[config.mk]
export PLATFORM = sky130hd
export DESIGN_NAME = adc_cal_ctrl
export DESIGN_NICKNAME = d
export VERILOG_FILES = /design/src/rtl/adc_cal_pkg.sv /design/src/rtl/adc_cal_ctrl.sv /design/src/rtl/adc_chan_decode.sv
export SDC_FILE = /design/constraint.sdc
export NUM_CORES = 1
export LEC_CHECK = 0
export ABC_AREA = 1
export BUFFER_PORTS_ARGS = -buffer_cell sky130_fd_sc_hd__buf_2
export CAP_MARGIN = 10
export CORE_MARGIN = 1.5
export CORE_UTILIZATION = 45
export CTS_CLUSTER_DIAMETER = 80
export DETAILED_ROUTE_END_ITERATION = 12
export GPL_TIMING_DRIVEN = 0
export MAX_ROUTING_LAYER = met4
export PLACE_DENSITY = 0.7
export SYNTH_ARGS = -nofsm -noshare
export SYNTH_HDL_FRONTEND = slang
export SYNTH_SLANG_ARGS = --single-unit
[constraint.sdc]
create_clock -name core_clk -period 1.9 [get_ports core_clk]
set_input_delay 0.19 -clock core_clk [delete_from_list [all_inputs] [get_ports core_clk]]
set_output_delay 0.19 -clock core_clk [all_outputs]
set_load 0.01 [all_outputs]
[src/rtl/adc_cal_pkg.sv]
/*
 * Constants, types and register layout shared by the ADC channel routing and
 * calibration control logic.
 * Assumes an SFR space with 8-bit addresses and data, clocked by core_clk.
 */
package adc_cal_pkg;

	// Register placement and reset
	localparam logic [7:0] CAL_CTRL_ADDR = 8'hf5;
	localparam logic [7:0] CAL_CTRL_RESET = 8'h00;

	// Field positions in the calibration control register
	localparam int BUSY_BIT = 7;
	localparam int GAIN_DIS_BIT = 6;
	localparam int AVG_MSB = 5;
	localparam int AVG_LSB = 4;
	localparam int CAL_TYPE_BIT = 1;
	localparam int CAL_START_BIT = 0;

	// Average count codes and readings
	localparam logic [1:0] AVG_CODE_15 = 2'h0;
	localparam logic [1:0] AVG_CODE_1 = 2'h1;
	localparam logic [1:0] AVG_CODE_31 = 2'h2;
	localparam logic [5:0] AVG_N_15 = 6'h0f;
	localparam logic [5:0] AVG_N_1 = 6'h01;
	localparam logic [5:0] AVG_N_31 = 6'h1f;
	localparam logic [5:0] AVG_N_63 = 6'h3f;

	// High channel codes
	localparam logic [3:0] CH_TEMP = 4'h8;
	localparam logic [3:0] CH_DAC0 = 4'h9;
	localparam logic [3:0] CH_DAC1 = 4'ha;
	localparam logic [3:0] CH_AGND = 4'hb;
	localparam logic [3:0] CH_VREF = 4'hc;
	localparam logic [3:0] CH_DMA_STOP = 4'hf;

	// Timing
	localparam int CLK_PERIOD_NS = 8;
	localparam int TEMP_ACQ_NS = 1000;
	localparam logic [7:0] TEMP_ACQ_CYC = 8'((TEMP_ACQ_NS + CLK_PERIOD_NS - 1) / CLK_PERIOD_NS);
	localparam logic [7:0] DEF_ACQ_CYC = 8'h02;

	// Sequencer states, one-hot
	typedef enum logic [3:0] {
		ST_IDLE = 4'b0001,
		ST_ACQ = 4'b0010,
		ST_CONV = 4'b0100,
		ST_FIN = 4'b1000
	} seq_state_e;

	// Kind of operation in progress
	typedef enum logic [1:0] {
		OP_SINGLE = 2'h0,
		OP_DMA = 2'h1,
		OP_CAL = 2'h2
	} op_kind_e;

	// SFR access from the core
	typedef struct packed {
		logic [7:0] addr;
		logic [7:0] wdata;
		logic wr;
		logic rd;
	} sfr_req_s;

	// Analog multiplexer selection, at most one bit set
	typedef struct packed {
		logic [7:0] ain;
		logic temp;
		logic dac0;
		logic dac1;
		logic agnd;
		logic vref;
	} route_s;

endpackage

[src/rtl/adc_cal_ctrl.sv]
/*
 * ADC conversion and calibration sequencer with the calibration control SFR.
 * Assumes a SAR core that starts on conv_start and answers with sar_done, a
 * channel field and conversion request from the other ADC control registers,
 * and a DMA engine that presents channel identifiers read from memory.
 */
`timescale 1ns/10ps
`default_nettype none
module adc_cal_ctrl
	import adc_cal_pkg::*;
#(
	parameter logic [7:0] ACQ_CYCLES = DEF_ACQ_CYC
)(
	// Clock and reset
	input wire logic core_clk,
	input wire logic nrst,
	// SFR access
	input wire sfr_req_s sfr,
	output logic [7:0] sfr_rdata,
	// Software conversion control
	input wire logic [3:0] chan_select,
	input wire logic conv_req,
	// DMA channel list
	input wire logic dma_mode,
	input wire logic dma_id_valid,
	input wire logic [3:0] dma_chan_id,
	output logic dma_id_ready,
	output logic dma_done,
	// Interrupt flag handling
	input wire logic int_vector_ack,
	input wire logic flag_sw_clear,
	output logic conversion_done_flag,
	// SAR core
	input wire logic sar_done,
	output logic conv_start,
	output logic sample_track,
	output route_s route,
	output logic result_valid,
	// Calibration results
	output logic cal_update,
	output logic cal_is_gain
);

	// Readings to average for a calibration
	function automatic logic [5:0] avg_readings(input logic [1:0] code);
		case (code)
			AVG_CODE_15: avg_readings = AVG_N_15;
			AVG_CODE_1: avg_readings = AVG_N_1;
			AVG_CODE_31: avg_readings = AVG_N_31;
			default: avg_readings = AVG_N_63;
		endcase
	endfunction

	seq_state_e state_ff, nxt_state;
	op_kind_e op_ff, nxt_op;
	logic [6:0] ctrl_ff, nxt_ctrl;
	logic [7:0] acq_cnt_ff, nxt_acq_cnt;
	logic [5:0] reads_ff, nxt_reads;
	logic [3:0] chan_ff, nxt_chan;
	logic flag_ff, nxt_flag;
	logic conv_start_ff, nxt_conv_start;
	logic result_valid_ff, nxt_result_valid;
	logic cal_update_ff, nxt_cal_update;
	logic dma_done_ff, nxt_dma_done;
	logic [7:0] rdata_ff, nxt_rdata;
	route_s route_ff, nxt_route;
	route_s dec_route;
	logic dec_stop;
	logic busy;
	logic ctrl_wr;
	logic cal_go;
	logic dma_take;
	logic [3:0] sel_code;
	logic [7:0] acq_load;

	// Busy is purely the sequencer state, never a stored software bit
	assign busy = (state_ff != ST_IDLE);
	assign ctrl_wr = sfr.wr && (sfr.addr == CAL_CTRL_ADDR);
	assign cal_go = ctrl_wr && sfr.wdata[CAL_START_BIT] && !busy;
	assign dma_take = dma_mode && dma_id_valid && !busy && !cal_go && !conv_req;

	// Channel for the decoder: calibration picks its reference node
	always_comb begin
		sel_code = chan_ff;
		if (state_ff == ST_IDLE) begin
			if (cal_go) begin
				sel_code = sfr.wdata[CAL_TYPE_BIT] ? CH_VREF : CH_AGND;
			end else if (conv_req) begin
				sel_code = chan_select;
			end else begin
				sel_code = dma_chan_id;
			end
		end
	end

	adc_chan_decode u_decode (
		.code(sel_code),
		.route(dec_route),
		.is_stop(dec_stop)
	);

	// The temperature sensor needs a longer track phase than the other inputs
	assign acq_load = (dec_route.temp && TEMP_ACQ_CYC > ACQ_CYCLES) ? TEMP_ACQ_CYC : ACQ_CYCLES;

	// Sequencer, register file and flags
	always_comb begin
		nxt_state = state_ff;
		nxt_op = op_ff;
		nxt_ctrl = ctrl_ff;
		nxt_acq_cnt = acq_cnt_ff;
		nxt_reads = reads_ff;
		nxt_chan = chan_ff;
		nxt_route = route_ff;
		nxt_flag = flag_ff;
		nxt_conv_start = 1'b0;
		nxt_result_valid = 1'b0;
		nxt_cal_update = 1'b0;
		nxt_dma_done = 1'b0;
		nxt_rdata = rdata_ff;

		// Bits 6:1 follow every write; the start bit is only taken while idle
		if (ctrl_wr) begin
			nxt_ctrl[6:1] = sfr.wdata[6:1];
			if (!busy) begin
				nxt_ctrl[CAL_START_BIT] = sfr.wdata[CAL_START_BIT];
			end
		end

		case (state_ff)
			ST_IDLE: begin
				if (cal_go) begin
					nxt_op = OP_CAL;
					nxt_chan = sel_code;
					nxt_route = dec_route;
					nxt_reads = avg_readings(sfr.wdata[AVG_MSB:AVG_LSB]);
					nxt_acq_cnt = acq_load;
					// Gain calibration with the disable bit set runs no readings
					if (sfr.wdata[CAL_TYPE_BIT] && sfr.wdata[GAIN_DIS_BIT]) begin
						nxt_state = ST_FIN;
					end else begin
						nxt_state = ST_ACQ;
					end
				end else if (conv_req) begin
					nxt_op = OP_SINGLE;
					nxt_chan = sel_code;
					nxt_route = dec_route;
					nxt_reads = AVG_N_1;
					nxt_acq_cnt = acq_load;
					nxt_state = ST_ACQ;
				end else if (dma_take) begin
					if (dec_stop) begin
						nxt_dma_done = 1'b1;
					end else begin
						nxt_op = OP_DMA;
						nxt_chan = sel_code;
						nxt_route = dec_route;
						nxt_reads = AVG_N_1;
						nxt_acq_cnt = acq_load;
						nxt_state = ST_ACQ;
					end
				end
			end
			ST_ACQ: begin
				if (acq_cnt_ff <= 8'h01) begin
					nxt_conv_start = 1'b1;
					nxt_state = ST_CONV;
				end else begin
					nxt_acq_cnt = acq_cnt_ff - 8'h01;
				end
			end
			ST_CONV: begin
				if (sar_done) begin
					// Further calibration readings go back through acquisition
					if (reads_ff > 6'h01) begin
						nxt_reads = reads_ff - 6'h01;
						nxt_acq_cnt = acq_load;
						nxt_state = ST_ACQ;
					end else begin
						nxt_state = ST_FIN;
					end
				end
			end
			ST_FIN: begin
				nxt_state = ST_IDLE;
				nxt_route = '0;
				if (op_ff == OP_CAL) begin
					nxt_ctrl[CAL_START_BIT] = 1'b0;
					nxt_cal_update = !(ctrl_ff[CAL_TYPE_BIT] && ctrl_ff[GAIN_DIS_BIT]);
				end else begin
					nxt_result_valid = 1'b1;
				end
			end
			default: nxt_state = ST_IDLE;
		endcase

		// Hardware set wins over either clear
		if (int_vector_ack || flag_sw_clear) begin
			nxt_flag = 1'b0;
		end
		if ((state_ff == ST_FIN && op_ff == OP_SINGLE) || (dma_take && dec_stop)) begin
			nxt_flag = 1'b1;
		end

		// Read data is captured on the read strobe
		if (sfr.rd && sfr.addr == CAL_CTRL_ADDR) begin
			nxt_rdata = {busy, ctrl_ff};
		end
	end

	// State registers
	always_ff @(posedge core_clk or negedge nrst) begin
		if (!nrst) begin
			state_ff <= ST_IDLE;
			op_ff <= OP_SINGLE;
			ctrl_ff <= CAL_CTRL_RESET[6:0];
			acq_cnt_ff <= 8'h00;
			reads_ff <= 6'h00;
			chan_ff <= 4'h0;
			route_ff <= '0;
			flag_ff <= 1'b0;
			conv_start_ff <= 1'b0;
			result_valid_ff <= 1'b0;
			cal_update_ff <= 1'b0;
			dma_done_ff <= 1'b0;
			rdata_ff <= 8'h00;
		end else begin
			state_ff <= nxt_state;
			op_ff <= nxt_op;
			ctrl_ff <= nxt_ctrl;
			acq_cnt_ff <= nxt_acq_cnt;
			reads_ff <= nxt_reads;
			chan_ff <= nxt_chan;
			route_ff <= nxt_route;
			flag_ff <= nxt_flag;
			conv_start_ff <= nxt_conv_start;
			result_valid_ff <= nxt_result_valid;
			cal_update_ff <= nxt_cal_update;
			dma_done_ff <= nxt_dma_done;
			rdata_ff <= nxt_rdata;
		end
	end

	// Outputs
	assign sfr_rdata = rdata_ff;
	assign dma_id_ready = dma_mode && !busy && !cal_go && !conv_req; // Handshake, combinational
	assign dma_done = dma_done_ff;
	assign conversion_done_flag = flag_ff;
	assign conv_start = conv_start_ff;
	assign sample_track = (state_ff == ST_ACQ);
	assign route = route_ff;
	assign result_valid = result_valid_ff;
	assign cal_update = cal_update_ff;
	assign cal_is_gain = ctrl_ff[CAL_TYPE_BIT];

endmodule
`default_nettype wire

[src/rtl/adc_chan_decode.sv]
/*
 * Channel code decoder: turns a four-bit channel code into an analog mux
 * selection and flags the DMA stop marker.
 * Assumes the caller registers the outputs before they reach the analog side.
 */
`timescale 1ns/10ps
`default_nettype none
module adc_chan_decode
	import adc_cal_pkg::*;
(
	// Channel code
	input wire logic [3:0] code,
	// Decoded selection
	output route_s route,
	output logic is_stop
);

	// Low codes pick an external pin, high codes internal nodes
	always_comb begin
		route = '0;
		is_stop = 1'b0;
		if (!code[3]) begin
			route.ain[code[2:0]] = 1'b1;
		end else begin
			case (code)
				CH_TEMP: route.temp = 1'b1;
				CH_DAC0: route.dac0 = 1'b1;
				CH_DAC1: route.dac1 = 1'b1;
				CH_AGND: route.agnd = 1'b1;
				CH_VREF: route.vref = 1'b1;
				CH_DMA_STOP: is_stop = 1'b1;
				default: route = '0; // Unused codes leave the mux open
			endcase
		end
	end

endmodule
`default_nettype wire

# Yosys cells after proc, flatten, opt, wreduce, memory -nomap -nowiden
# Index checks and enable logic that the tools add are counted.
[totals]
register_bits = 57
inputBits = 34
out_inout_bits = 29
word_cells = 152
[op_classes]
add_sub_neg = 2
order_cmp = 4
n_eq_ne = 22
muxes = 71
n_reduce_logical = 34
[ops]
columns = ["operator", "n"]
rows = [
  ["$mux W8", 8],
  ["$mux W4", 15],
  ["$mux W13", 4],
  ["$mux W6", 6],
  ["$eq A4 B4 Y1 const B", 7],
  ["$pmux W13 S2", 1],
  ["$mux W1", 25],
  ["$pmux W8 S3", 1],
  ["$pmux W6 S3", 1],
  ["$logic_and A1 B1 Y1", 16],
  ["$pmux W4 S3", 1],
  ["$pmux W6 S2", 1],
  ["$eq A8 B8 Y1 const B", 1],
  ["$le A8 B1 Y1 const B", 1],
  ["$mux W2", 4],
  ["$ne A4 B4 Y1 const B", 2],
  ["$sub A8 B1 Y8 const B", 1],
  ["$mux W7", 1],
  ["$gt A6 B1 Y1 const B", 1],
  ["$ne A2 B2 Y1 const B", 3],
  ["$reduce_and A3 Y1", 2],
  ["$reduce_and A6 Y1", 1],
  ["$reduce_bool A2 Y1", 3],
  ["$reduce_bool A3 Y1", 2],
  ["19 further kinds", 25],
]

# Depth between registers and ports, before layout
# Gate-level depths: netlist (run 1).
[depth]
depth_word = 16
ltp_mapped = 14

# Modules after synthesis
# Synthesis (run 1) repeated with hierarchy kept, for this count alone.
[unflattened]
cells_unflattened = 403
hier_area_um2 = 3165.5
[modules_own_cells]
columns = ["module", "n_inst", "cells_per_inst", "area_each_um2", "seq_area_each_um2"]
rows = [
  ["adc_cal_ctrl", 1, 377, 3067.9, 1427.6],
  ["adc_chan_decode", 1, 26, 97.6, 0.0],
]

# Least setup slack after synthesis (run 1)
# No wires, ideal clock.
[synth_timing]
path_type = "reg-to-reg"
start = "reg state_ff[0]"
end = "reg reads_ff[2]"
setup_time_ns = 0.117
t_arrival_ns = 1.731
required_time_ns = 1.783
slack_ns = 0.052
path_stages_with_launch = 12
n_path_buf = 0
path_cell_list = "dfstp_2 nand4_4 inv_2 nand3_1 nor2_2 nand2_1 nand3_1 nand2_1 a21oi_2 nand2_4 nand2_1 nand2_1"
[synth_between]
elab_chain_cells = 10
word_cells_on_any_way = 22
cone_classes = "eq/ne (8); mux (6); reduce/logical (8)"
[synth_lines]
columns = ["element", "line_no", "text"]
rows = [
  ["from (decl)", "adc_cal_ctrl.sv:54", "seq_state_e state_ff, nxt_state;"],
  ["from (signal assigned)", "adc_cal_ctrl.sv:227", "state_ff <= nxt_state;"],
  ["$ne A4 B1 Y1", "adc_cal_ctrl.sv:77", "assign busy = (state_ff != ST_IDLE);"],
  ["$logic_not A1 Y1", "adc_cal_ctrl.sv:79, adc_cal_ctrl.sv:80", ""],
  ["$logic_and A1 B1 Y1", "adc_cal_ctrl.sv:79", "assign cal_go = ctrl_wr && sfr.wdata[CAL_START_BIT] && !busy;"],
  ["$mux W4", "adc_cal_ctrl.sv:86", "if (cal_go) begin"],
  ["$mux W4", "adc_cal_ctrl.sv:85", "if (state_ff == ST_IDLE) begin"],
  ["$eq A4 B4 Y1", "adc_chan_decode.sv:25", "case (code)"],
  ["$mux W1", "adc_chan_decode.sv:25", ""],
  ["$mux W1", "adc_chan_decode.sv:22", "if (!code[3]) begin"],
  ["$ne A4 B4 Y1 (no line)", "-", ""],
  ["$reduce_and A5 Y1 (no line)", "-", ""],
  ["to (signal assigned)", "adc_cal_ctrl.sv:231", "reads_ff <= nxt_reads;"],
  ["to (decl)", "adc_cal_ctrl.sv:58", "logic [5:0] reads_ff, nxt_reads;"],
]
# Several ways; a longest one is shown, not always the timed one.
# A chain may end at the register's enable or synchronous reset.

# Worst setup path in the final report (run 1)
[layout_timing]
start = "reg state_ff[0]"
end = "reg route_ff (netlist bit route[11])"
[layout_between]
elab_chain_cells = 15
word_cells_on_any_way = 29
cone_classes = "order compare (2); eq/ne (6); mux (12); reduce/logical (9)"
[layout_lines]
columns = ["element", "line_no", "text"]
rows = [
  ["$ne A4 B1 Y1", "adc_cal_ctrl.sv:77", ""],
  ["$logic_not A1 Y1", "adc_cal_ctrl.sv:79, adc_cal_ctrl.sv:80", ""],
  ["$logic_and A1 B1 Y1", "adc_cal_ctrl.sv:79", ""],
  ["$mux W4", "adc_cal_ctrl.sv:86", ""],
  ["$mux W4", "adc_cal_ctrl.sv:85", ""],
  ["$lt A3 B4 Y1 (implied by the code) or $ge A3 B1 Y1 (tied branches)", "adc_chan_decode.sv:23", "route.ain[code[2:0]] = 1'b1;"],
  ["$logic_and A1 B1 Y1 (implied by the code)", "adc_chan_decode.sv:23", ""],
  ["$mux W1 (implied by the code)", "adc_chan_decode.sv:23", ""],
  ["$demux W1 S3", "-", ""],
  ["$mux W8", "adc_chan_decode.sv:22", ""],
  ["$mux W13", "adc_cal_ctrl.sv:151", "if (dec_stop) begin"],
  ["$mux W13", "adc_cal_ctrl.sv:150", "end else if (dma_take) begin"],
  ["$mux W13", "adc_cal_ctrl.sv:143", "end else if (conv_req) begin"],
  ["$mux W13", "adc_cal_ctrl.sv:131", "if (cal_go) begin"],
  ["$pmux W13 S2", "adc_cal_ctrl.sv:129", "case (state_ff)"],
  ["to (signal assigned)", "adc_cal_ctrl.sv:233", "route_ff <= nxt_route;"],
  ["to (decl)", "adc_cal_ctrl.sv:66", "route_s route_ff, nxt_route;"],
]
# Several ways; a longest one is shown, not always the timed one. The select of a mux whose other input is x is not followed.

==> run_results.csv, run 1 <==
group,metric,value,unit
placement,portBuffers,60,
pwr,p_leak,2.31,nW
logic_synthesis,synth_seq_area_share,43.7,%
timing,max_freq,505,MHz
timing,relSlewSlack,54.5,%
pwr,power.total,6.76,mW
outcome,status,"finished, violations left",
timing,min_period,1.98,ns
logic_synthesis,synth_cell_types,41,
floorplan,die_area,7770,sq um
pwr,powerDensity,1560,nW/um^2
cts,tritoncts,"built",
final_layout,final_layout_size_suffix_gt1_share,36.2,%
logic_synthesis,ys_ff_latch,57,
critical_path,rr_endpoint,"route[11]",
critical_path,cp_max_fo,8,
route,ant_nets,0,
cts,numCtsBuffers,9,
final_layout,area.sequential,1430,sq um
placement,gp_congestion,0.904,
global_route,gr-total-overflow,0,
flow_run,drv_cap,0,
cts,clkTransAtPathRegs,0.07,ns
critical_path,critical_path_arrival,2.27,ns
global_route,antenna_found_initial,0,
timing,rsz0062_at_grt,"true",
final_layout,final_cell_mix,"107 x nand2_1, 61 x buf_2, 56 x dfrtp_1",
critical_path,startpoint_type,"register",
floorplan,design.core.area,6910,sq um
floorplan,die_h,88.2,um
final_layout,insertedDiodeCount,0,
hold_path,hold-path-endpoint,"ctrl_ff[3]",
route,wl,8220,um
hold_path,whs_path_depth,2,
timing,setup_slack,-0.0804,ns
global_route,grt_max_degree,40,
floorplan,top_level_ports,63,
route,drtIter0Drc,198,
timing,skew,0.0120,ns
route,via_per_inst,5.02,
timing,final.period_utilization,104,%
final_layout,area_growth,32.7,%
placement,preCtsSetupSlack,-0.247,ns
critical_path,worstReg2RegStart,"state_ff[0]",
cts,cts_sinks,57,
global_route,grt_pass1_wl,12900,um
logic_synthesis,syn_inst,410,
critical_path,critical_path_class,"reg2reg",
route,drc,0,
logic_synthesis,synthesis.area,3260,sq um
final_layout,nets,544,
critical_path,end_kind,"register",
hold_path,hp-class,"in2reg",
floorplan,dieWidth,88.2,um
pwr,ir_drop,0.899,mV
cts,clk_path_buf_depth,2,
final_layout,final_core_util,62.7,%
timing,final_hold_viol_count,0,
route,vias,3045,
logic_synthesis,syn_nets,448,
route,drtPass1Iterations,4,
critical_path,cp.required,2.19,ns
cts,ctsRootBufferMaster,"clkbuf_8",
timing,max_slew.worst_pin.slew,0.677,ns
timing,setup_viol,35,
hold_path,hp-start,"sfr[5]",
final_layout,multiInputGateArea,1780,sq um
critical_path,r2r_cells,12,
final_layout,fillers,609,
logic_synthesis,ys_warn_count,0,
timing,maxSlewViolCount,0,
floorplan,start_util,47.3,%
outcome,violations,"setup timing",
final_layout,final_common_cell,"nand2_1",
floorplan,num_rows,30,
placement,dp_hpwl,5590,um
cts,insertion_delay,0.35,ns
global_route,gr-usage-all-layers,22.6,%
critical_path,rrSetupSlack,-0.08,ns
logic_synthesis,postSynthAreaPerCell,7.96,sq um
global_route,grt_pass1_vias,2892,
cts,htree_levels,3,
route,drt-wirelength-per-cell,13.5,um
-- how the worst max path moves through the flow --
stage / from / to / slack, ns / cells after the start
floorplan: state_ff[0] / reads_ff[2] / 0.05 / 11
global placement: acq_cnt_ff[0] / acq_cnt_ff[3] / -0.23 / 8
detailed placement: reads_ff[0] / acq_cnt_ff[0] / -0.25 / 8
CTS: state_ff[0] / route[11] / -0.03 / 10
global route: state_ff[0] / route[11] / -0.20 / 12
finish: state_ff[0] / route[11] / -0.08 / 12
-- state kept, by name (all words and copies together) (netlist names) --
signal,flops
reads_ff,6
dma_done,1
conv_start,1
conversion_done_flag,1
ctrl_ff,7
route,13
sfr_rdata,8
state_ff,4
result_valid,1
chan_ff,4
cal_update,1
op_ff,2
acq_cnt_ff,8
-- worst max-delay path: stages (launching register included) --
cell      delay (ns)
dfstp_2         0.57
nand4_4         0.14
inv_4           0.12
buf_8           0.13
nand3_4         0.09
nand3_4         0.10
nand3_4         0.09
nor2_4          0.17
nand3b_4        0.14
nand2_4         0.14
buf_8           0.13
nand2_2         0.04
nand2_1         0.05
-- stage by stage --
stage / area [sq um] / hold slack [ns] / instances / TNS (ns)
final: 4330 / 0.0750 / 607 / -1.68
after global routing: 4330 / 0.0635 / 607 / -5.39
after CTS: 4120 / 0.0682 / 598 / -0.147
after detailed placement: 3700 / 0.157 / 567 / -6.00
after global placement: 3680 / 0.433 / 566 / -5.63
after floorplan: 3260 / -0.106 / 410 / 0
-- cells by family after synthesis --
group	count (synthesis)	share of synthesized area (%)
buffers and inverters	52	7.01
AOI/OAI and AO/OA	42	8.82
and+or+nand+nor	243	35.1
xor gates and xnor gates	4	1.07
DFF	57	43.7
muxes	8	2.72
adders and majority gates	4	1.53
-- final cells by class --
type                       count  area share [%]
buffer                        10            2.28
clock buffer                  12            3.81
clock inverter                 4           0.606
inverter                      42            3.70
multi-input combinational    301            41.1
sequential                    57            32.9
tap                           96            2.77
timing repair buffer          85            12.7
-- timing repair --
item,4_1_cts,5_1_grt
setup buffers,12,8
endpoints found under the hold margin,18,0
cloned,2,1
endpoints found under the setup margin,37,39
resized for setup,22,30
hold buffers,1,0
pin swaps,12,13
-- synthesized netlist by cell type (all sizes together) --
library cell / n / area, sq um
xnor2: 2 / 17.5
o211ai: 1 / 7.51
buf: 8 / 63.8
o311ai: 1 / 8.76
dfrtp: 56 / 1400
inv: 42 / 158
nand3b: 1 / 20.0
nor4: 1 / 21.3
nand3: 45 / 240
and3: 1 / 6.26
a21oi: 6 / 33.8
o2111ai: 1 / 8.76
mux2: 7 / 78.8
mux2i: 1 / 10.0
nor2: 50 / 210
ha: 4 / 50.1
nand2: 128 / 536
xor2: 2 / 17.5
o21bai: 4 / 75.1
clkbuf: 2 / 7.51
or2: 2 / 12.5
o21a: 1 / 7.51
a31oi: 1 / 6.26
o21ai: 25 / 125
a22oi: 1 / 7.51
o31ai: 1 / 7.51
nor3: 11 / 60.1
nand4: 4 / 40.0
dfstp: 1 / 26.3
-- where the power goes --
part	total [mW]	switching, mW	internal, mW
Clock	1.08	0.503	0.577
Combinational	3.96	2.28	1.68
Sequential	1.73	0.202	1.52
-- metal layers --
metal	up-vias	track usage, %	wire, um
met3	14	6.31	429
met5	-	-	0
li1	1521	-	-
met1	1425	26.0	3530
met2	85	38.0	4150
met4	0	7.24	110
(Power assumes the default switching activity.)
==> run 2, diff against run 1 <==
--- a/config.mk
+++ b/config.mk
@@ -9,12 +9,11 @@
 export BUFFER_PORTS_ARGS = -buffer_cell sky130_fd_sc_hd__buf_2
 export CAP_MARGIN = 10
 export CORE_MARGIN = 1.5
-export CORE_UTILIZATION = 45
+export CORE_UTILIZATION = 42
 export CTS_CLUSTER_DIAMETER = 80
 export DETAILED_ROUTE_END_ITERATION = 12
 export GPL_TIMING_DRIVEN = 0
-export MAX_ROUTING_LAYER = met4
-export PLACE_DENSITY = 0.7
+export PLACE_DENSITY = 0.66
 export SYNTH_ARGS = -nofsm -noshare
 export SYNTH_HDL_FRONTEND = slang
 export SYNTH_SLANG_ARGS = --single-unit
==> run_results.csv, run 2 (synthesized netlist as in run 1, its figures left out) <==
group,metric,value,unit
cts,htree_levels,3,
route,ant_nets,0,
final_layout,nets,540,
critical_path,startpoint_type,"register",
critical_path,cp.required,2.13,ns
cts,clkTransAtPathRegs,0.07,ns
critical_path,cp_max_fo,6,
timing,skew,0.0112,ns
pwr,p_switching,3.01,mW
final_layout,final_area,4320,sq um
floorplan,die_h,91.2,um
route,wl,8160,um
global_route,grt.met1_usage,24.1,%
critical_path,crit_slowest_cell,"dfstp_2",
timing,setup_slack,-0.0777,ns
global_route,grt_pass1_wl,13200,um
critical_path,critical_path.cell_chain,"nand4_4, o21bai_4, o21bai_4, nand2_4, o21bai_4, buf_12, nand2_8, o21a_1",
timing,final_hold_viol_count,0,
route,vias,3043,
pwr,seqPwrFrac,25.7,%
critical_path,critical_path_class,"reg2reg",
hold_path,hp-class,"in2reg",
cts,tritoncts,"built",
pwr,switching_share,44.8,%
outcome,violations,"setup timing",
outcome,status,"finished, violations left",
cts,cts_sinks,57,
timing,rsz0062_at_grt,"true",
floorplan,num_rows,31,
critical_path,critical_path_arrival,2.20,ns
global_route,met2_usage,33.8,%
timing,setup_viol,32,
pwr,powerDensity,1550,nW/um^2
pwr,clockPowerShare,17.0,%
route,drt-wirelength-per-cell,13.5,um
placement,portBuffers,60,
pwr,pwr-share-comb,57.3,%
cts,ctsRootBufferMaster,"clkbuf_8",
global_route,grt_max_degree,40,
flow_run,drv_cap,0,
pwr,internal_power,3.70,mW
pwr,ir_drop,0.811,mV
critical_path,end_kind,"register",
placement,gp_congestion,0.865,
floorplan,start_util,44.3,%
route,via_per_inst,5.02,
timing,max_freq,506,MHz
global_route,busiest_layer,"met2",
final_layout,insertedDiodeCount,0,
cts,insertion_delay,0.35,ns
pwr,power.total,6.71,mW
pwr,p_leak,2.30,nW
global_route,gr-total-overflow,0,
global_route,grt_pass1_vias,2964,
global_route,grtUsageMet3,5.95,%
final_layout,area_growth,32.4,%
timing,final.period_utilization,104,%
timing,max_slew.worst_pin.slew,0.720,ns
floorplan,design.core.area,7370,sq um
timing,min_period,1.98,ns
global_route,gr-usage-all-layers,19.9,%
critical_path,slowest_delay,0.57,ns
final_layout,largest_reg_flops,13,
cts,clk_path_buf_depth,2,
critical_path,critPathMostFrequentCell,"o21bai_4",
placement,dp_hpwl,5580,um
floorplan,top_level_ports,63,
floorplan,dieWidth,91.2,um
timing,maxSlewViolCount,0,
cts,numCtsBuffers,9,
global_route,antenna_found_initial,0,
final_layout,final_layout_size_suffix_gt1_share,36.3,%
route,drtIter0Drc,113,
final_layout,final_common_cell,"nand2_1",
timing,relSlewSlack,51.7,%
final_layout,final_cell_mix,"103 x nand2_1, 61 x buf_2, 56 x dfrtp_1",
floorplan,die_area,8310,sq um
route,drc,0,
route,drtPass1Iterations,4,
placement,placed_area,3710,sq um
-- run 2: final cells by class --
cell class / instances / area [sq um]
clock buffers: 11 / 141
flip-flops and latches: 57 / 1430
repair buffers: 80 / 507
inverters: 42 / 160
plain buffers: 10 / 100
well taps: 99 / 124
clock inverters: 5 / 55.1
multi-input cells: 302 / 1810
fillers: 693 / 3050
-- run 2: worst max-delay path, delay by kind of cell (launching register included) --
kind,cells,cell delay [ns]
flops,1,0.57
simple gates,3,0.30
buf+inv,1,0.15
compound gates,4,0.85
-- run 2: repair_timing --
| item | 4_1_cts | 5_1_grt |
|---|---|---|
| endpoints found under the setup margin | 37 | 39 |
| gates resized for setup | 18 | 39 |
| cloned | 1 | 2 |
| hold buffers | 1 | 0 |
| hold endpoints to repair | 18 | 0 |
| pin swaps | 8 | 22 |
| setup buffers | 11 | 5 |
-- run 2: power groups by stage --
stage               sequential (mW)  combinational, mW  clock, mW
CTS                            1.72               3.33       1.16
finish                         1.72               3.85       1.14
global placement               1.73               2.85          0
detailed placement             1.74               2.91          0
floorplan                      1.78               2.18          0
global route                   1.76               4.20       1.22
-- run 2: routing by layer --
| layer | vias up | wire [um] |
|---|---|---|
| met2 | 66 | 4140 |
| met3 | 23 | 349 |
| li1 | 1507 | - |
| met4 | 0 | 180 |
| met5 | - | 0 |
| met1 | 1447 | 3490 |
-- run 2: metrics by stage --
stage / instances / utilization (%) / hold slack (ns) / setup TNS, ns / worst slack, ns
global placement: 569 / 50.1 / 0.428 / -5.37 / -0.236
floorplan: 410 / - / -0.106 / 0 / 0.0519
detailed placement: 570 / 50.3 / 0.157 / -5.65 / -0.241
global route: 606 / 58.7 / 0.0684 / -4.12 / -0.153
CTS: 599 / 55.3 / 0.0680 / -0.0926 / -0.0175
finish: 606 / 58.7 / 0.0799 / -0.892 / -0.0777
-- run 2: path summary, 6_finish.rpt --
kind	from	to	slack [ns]	cells past startpoint
worst max-delay path	state_ff[0]	op_ff[0]	-0.08	8
worst min-delay path	sfr[5]	ctrl_ff[3]	0.08	2
worst max register to register	state_ff[0]	op_ff[0]	-0.08	8
worst min register to register	route[5]	route[5]	0.48	2
max in group asynchronous	nrst	state_ff[0]	0.96	3
min in group asynchronous	nrst	route[0]	0.31	2
==> run 3, diff against run 2 <==
--- a/config.mk
+++ b/config.mk
@@ -14,6 +14,8 @@
 export DETAILED_ROUTE_END_ITERATION = 12
 export GPL_TIMING_DRIVEN = 0
 export PLACE_DENSITY = 0.66
+export SKIP_CTS_REPAIR_TIMING = 1
 export SYNTH_ARGS = -nofsm -noshare
 export SYNTH_HDL_FRONTEND = slang
 export SYNTH_SLANG_ARGS = --single-unit
+export TNS_END_PERCENT = 10
==> run_results.csv, run 3 (synthesized netlist as in run 1, its figures left out) <==
group,metric,value,unit
outcome,status,"finished, violations left",
outcome,violations,"setup timing",
critical_path,r2r_cells,9,
floorplan,top_level_ports,63,
timing,final_hold_viol_count,0,
global_route,gr-usage-all-layers,19.0,%
final_layout,final_cell_mix,"109 x nand2_1, 61 x buf_2, 56 x dfrtp_1",
timing,max_slew.worst_pin.slew,0.741,ns
cts,tritoncts,"built",
critical_path,rrSetupSlack,-0.12,ns
critical_path,end_kind,"register",
critical_path,critical-path-top-delay-family,"simple AND/OR/NAND/NOR gates",
floorplan,die_h,91.2,um
critical_path,cp_max_fo,6,
hold_path,hp-class,"in2reg",
timing,final.period_utilization,106,%
critical_path,critical_path.cell_chain,"nand4_4, o21bai_4, o21bai_4, nand2_4, nor2_4, nand3b_4, clkbuf_16, nand3_1, nand2_1",
flow_run,drv_cap,0,
critical_path,setup.worst_path.start,"state_ff[0]",
placement,gp_congestion,0.865,
final_layout,final_common_cell,"nand2_1",
placement,dp_hpwl,5580,um
route,drtPass1Iterations,4,
critical_path,crit_slowest_cell,"dfstp_2",
final_layout,nets,537,
final_layout,final_layout_size_suffix_gt1_share,32.1,%
floorplan,die_area,8310,sq um
critical_path,critPathMostFrequentCell,"o21bai_4",
global_route,grt_pass1_wl,12700,um
route,drc,0,
critical_path,critical_path_arrival,2.25,ns
cts,htree_levels,3,
timing,setup_viol,36,
global_route,grt_max_degree,40,
timing,rsz0062_at_grt,"true",
final_layout,insertedDiodeCount,0,
timing,max_freq,496,MHz
route,drtIter0Drc,72,
floorplan,dieWidth,91.2,um
cts,clk_path_buf_depth,2,
floorplan,start_util,44.3,%
critical_path,startpoint_type,"register",
pwr,ir_drop,0.714,mV
critical_path,cp.required,2.13,ns
global_route,grt_pass1_vias,2797,
cts,insertion_delay,0.35,ns
route,vias,2937,
final_layout,area_growth,27.4,%
critical_path,rr_endpoint,"reads_ff[0]",
cts,numCtsBuffers,9,
final_layout,largest_reg_flops,13,
cts,cts_sinks,57,
pwr,p_leak,2.25,nW
timing,min_period,2.02,ns
critical_path,path_buf_inv,1,
timing,maxSlewViolCount,0,
placement,preCtsSetupSlack,-0.241,ns
route,via_per_inst,4.87,
floorplan,design.core.area,7370,sq um
placement,portBuffers,60,
hold_path,whs_path_depth,2,
cts,clkTransAtPathRegs,0.07,ns
hold_path,hold-path-endpoint,"ctrl_ff[3]",
pwr,powerDensity,1520,nW/um^2
critical_path,slowest_delay,0.56,ns
cts,ctsRootBufferMaster,"clkbuf_8",
timing,setup_slack,-0.118,ns
global_route,antenna_found_initial,0,
critical_path,worstReg2RegStart,"state_ff[0]",
route,drt-wirelength-per-cell,12.7,um
floorplan,num_rows,31,
route,wl,7660,um
timing,hold_ws,0.0766,ns
global_route,gr-total-overflow,0,
timing,skew,0.0137,ns
hold_path,hp-start,"sfr[5]",
timing,relSlewSlack,50.2,%
route,ant_nets,0,
critical_path,critical_path_class,"reg2reg",
-- run 3: changes by cell type in the layout (fill, tap and decap cells not counted), moves of 4 or more --
cell | previous run | this run
nand2_1 | 103 | 109
nand2_2 | 18 | 14
nand3_1 | 29 | 37
nand3_2 | 13 | 8
-- run 3: power by group --
group          internal (mW)  switching, mW
Combinational           1.42           2.06
Clock                  0.636          0.509
Sequential              1.52          0.197
-- run 3: layer usage --
metal,track usage [%],wire length [um],vias up
met2,31.9,3850,47
met5,0,0,-
met3,5.95,317,13
li1,-,-,1502
met4,4.43,98,0
met1,23.8,3390,1375
-- run 3: area by class of cell --
| cell class | count | area [sq um] |
|---|---|---|
| multi-input cells | 301 | 1680 |
| clock buffers | 11 | 141 |
| fillers | 718 | 3210 |
| repair buffers | 78 | 468 |
| plain buffers | 10 | 100 |
| well taps | 99 | 124 |
| clock inverters | 5 | 55.1 |
| flip-flops and latches | 57 | 1430 |
| inverters | 42 | 160 |
-- run 3: worst max-delay path by stage --
stage,to,depth (start not counted)
final,reads_ff[0],9
after global routing,reads_ff[3],10
after CTS,acq_cnt_ff[2],8
after detailed placement,acq_cnt_ff[1],8
after global placement,acq_cnt_ff[4],8
after floorplan,reads_ff[2],11
-- run 3: stage by stage --
| step | power (mW) | setup TNS (ns) | std cells | util, % | cell area [sq um] |
|---|---|---|---|---|---|
| finish | 6.34 | -3.14 | 603 | 56.4 | 4160 |
| global route | 6.84 | -7.18 | 603 | 56.4 | 4160 |
| CTS | 5.80 | -6.14 | 586 | 53.0 | 3910 |
| detailed placement | 4.65 | -5.65 | 570 | 50.3 | 3710 |
| global placement | 4.59 | -5.37 | 569 | 50.1 | 3690 |
| floorplan | 3.96 | 0 | 410 | - | 3260 |
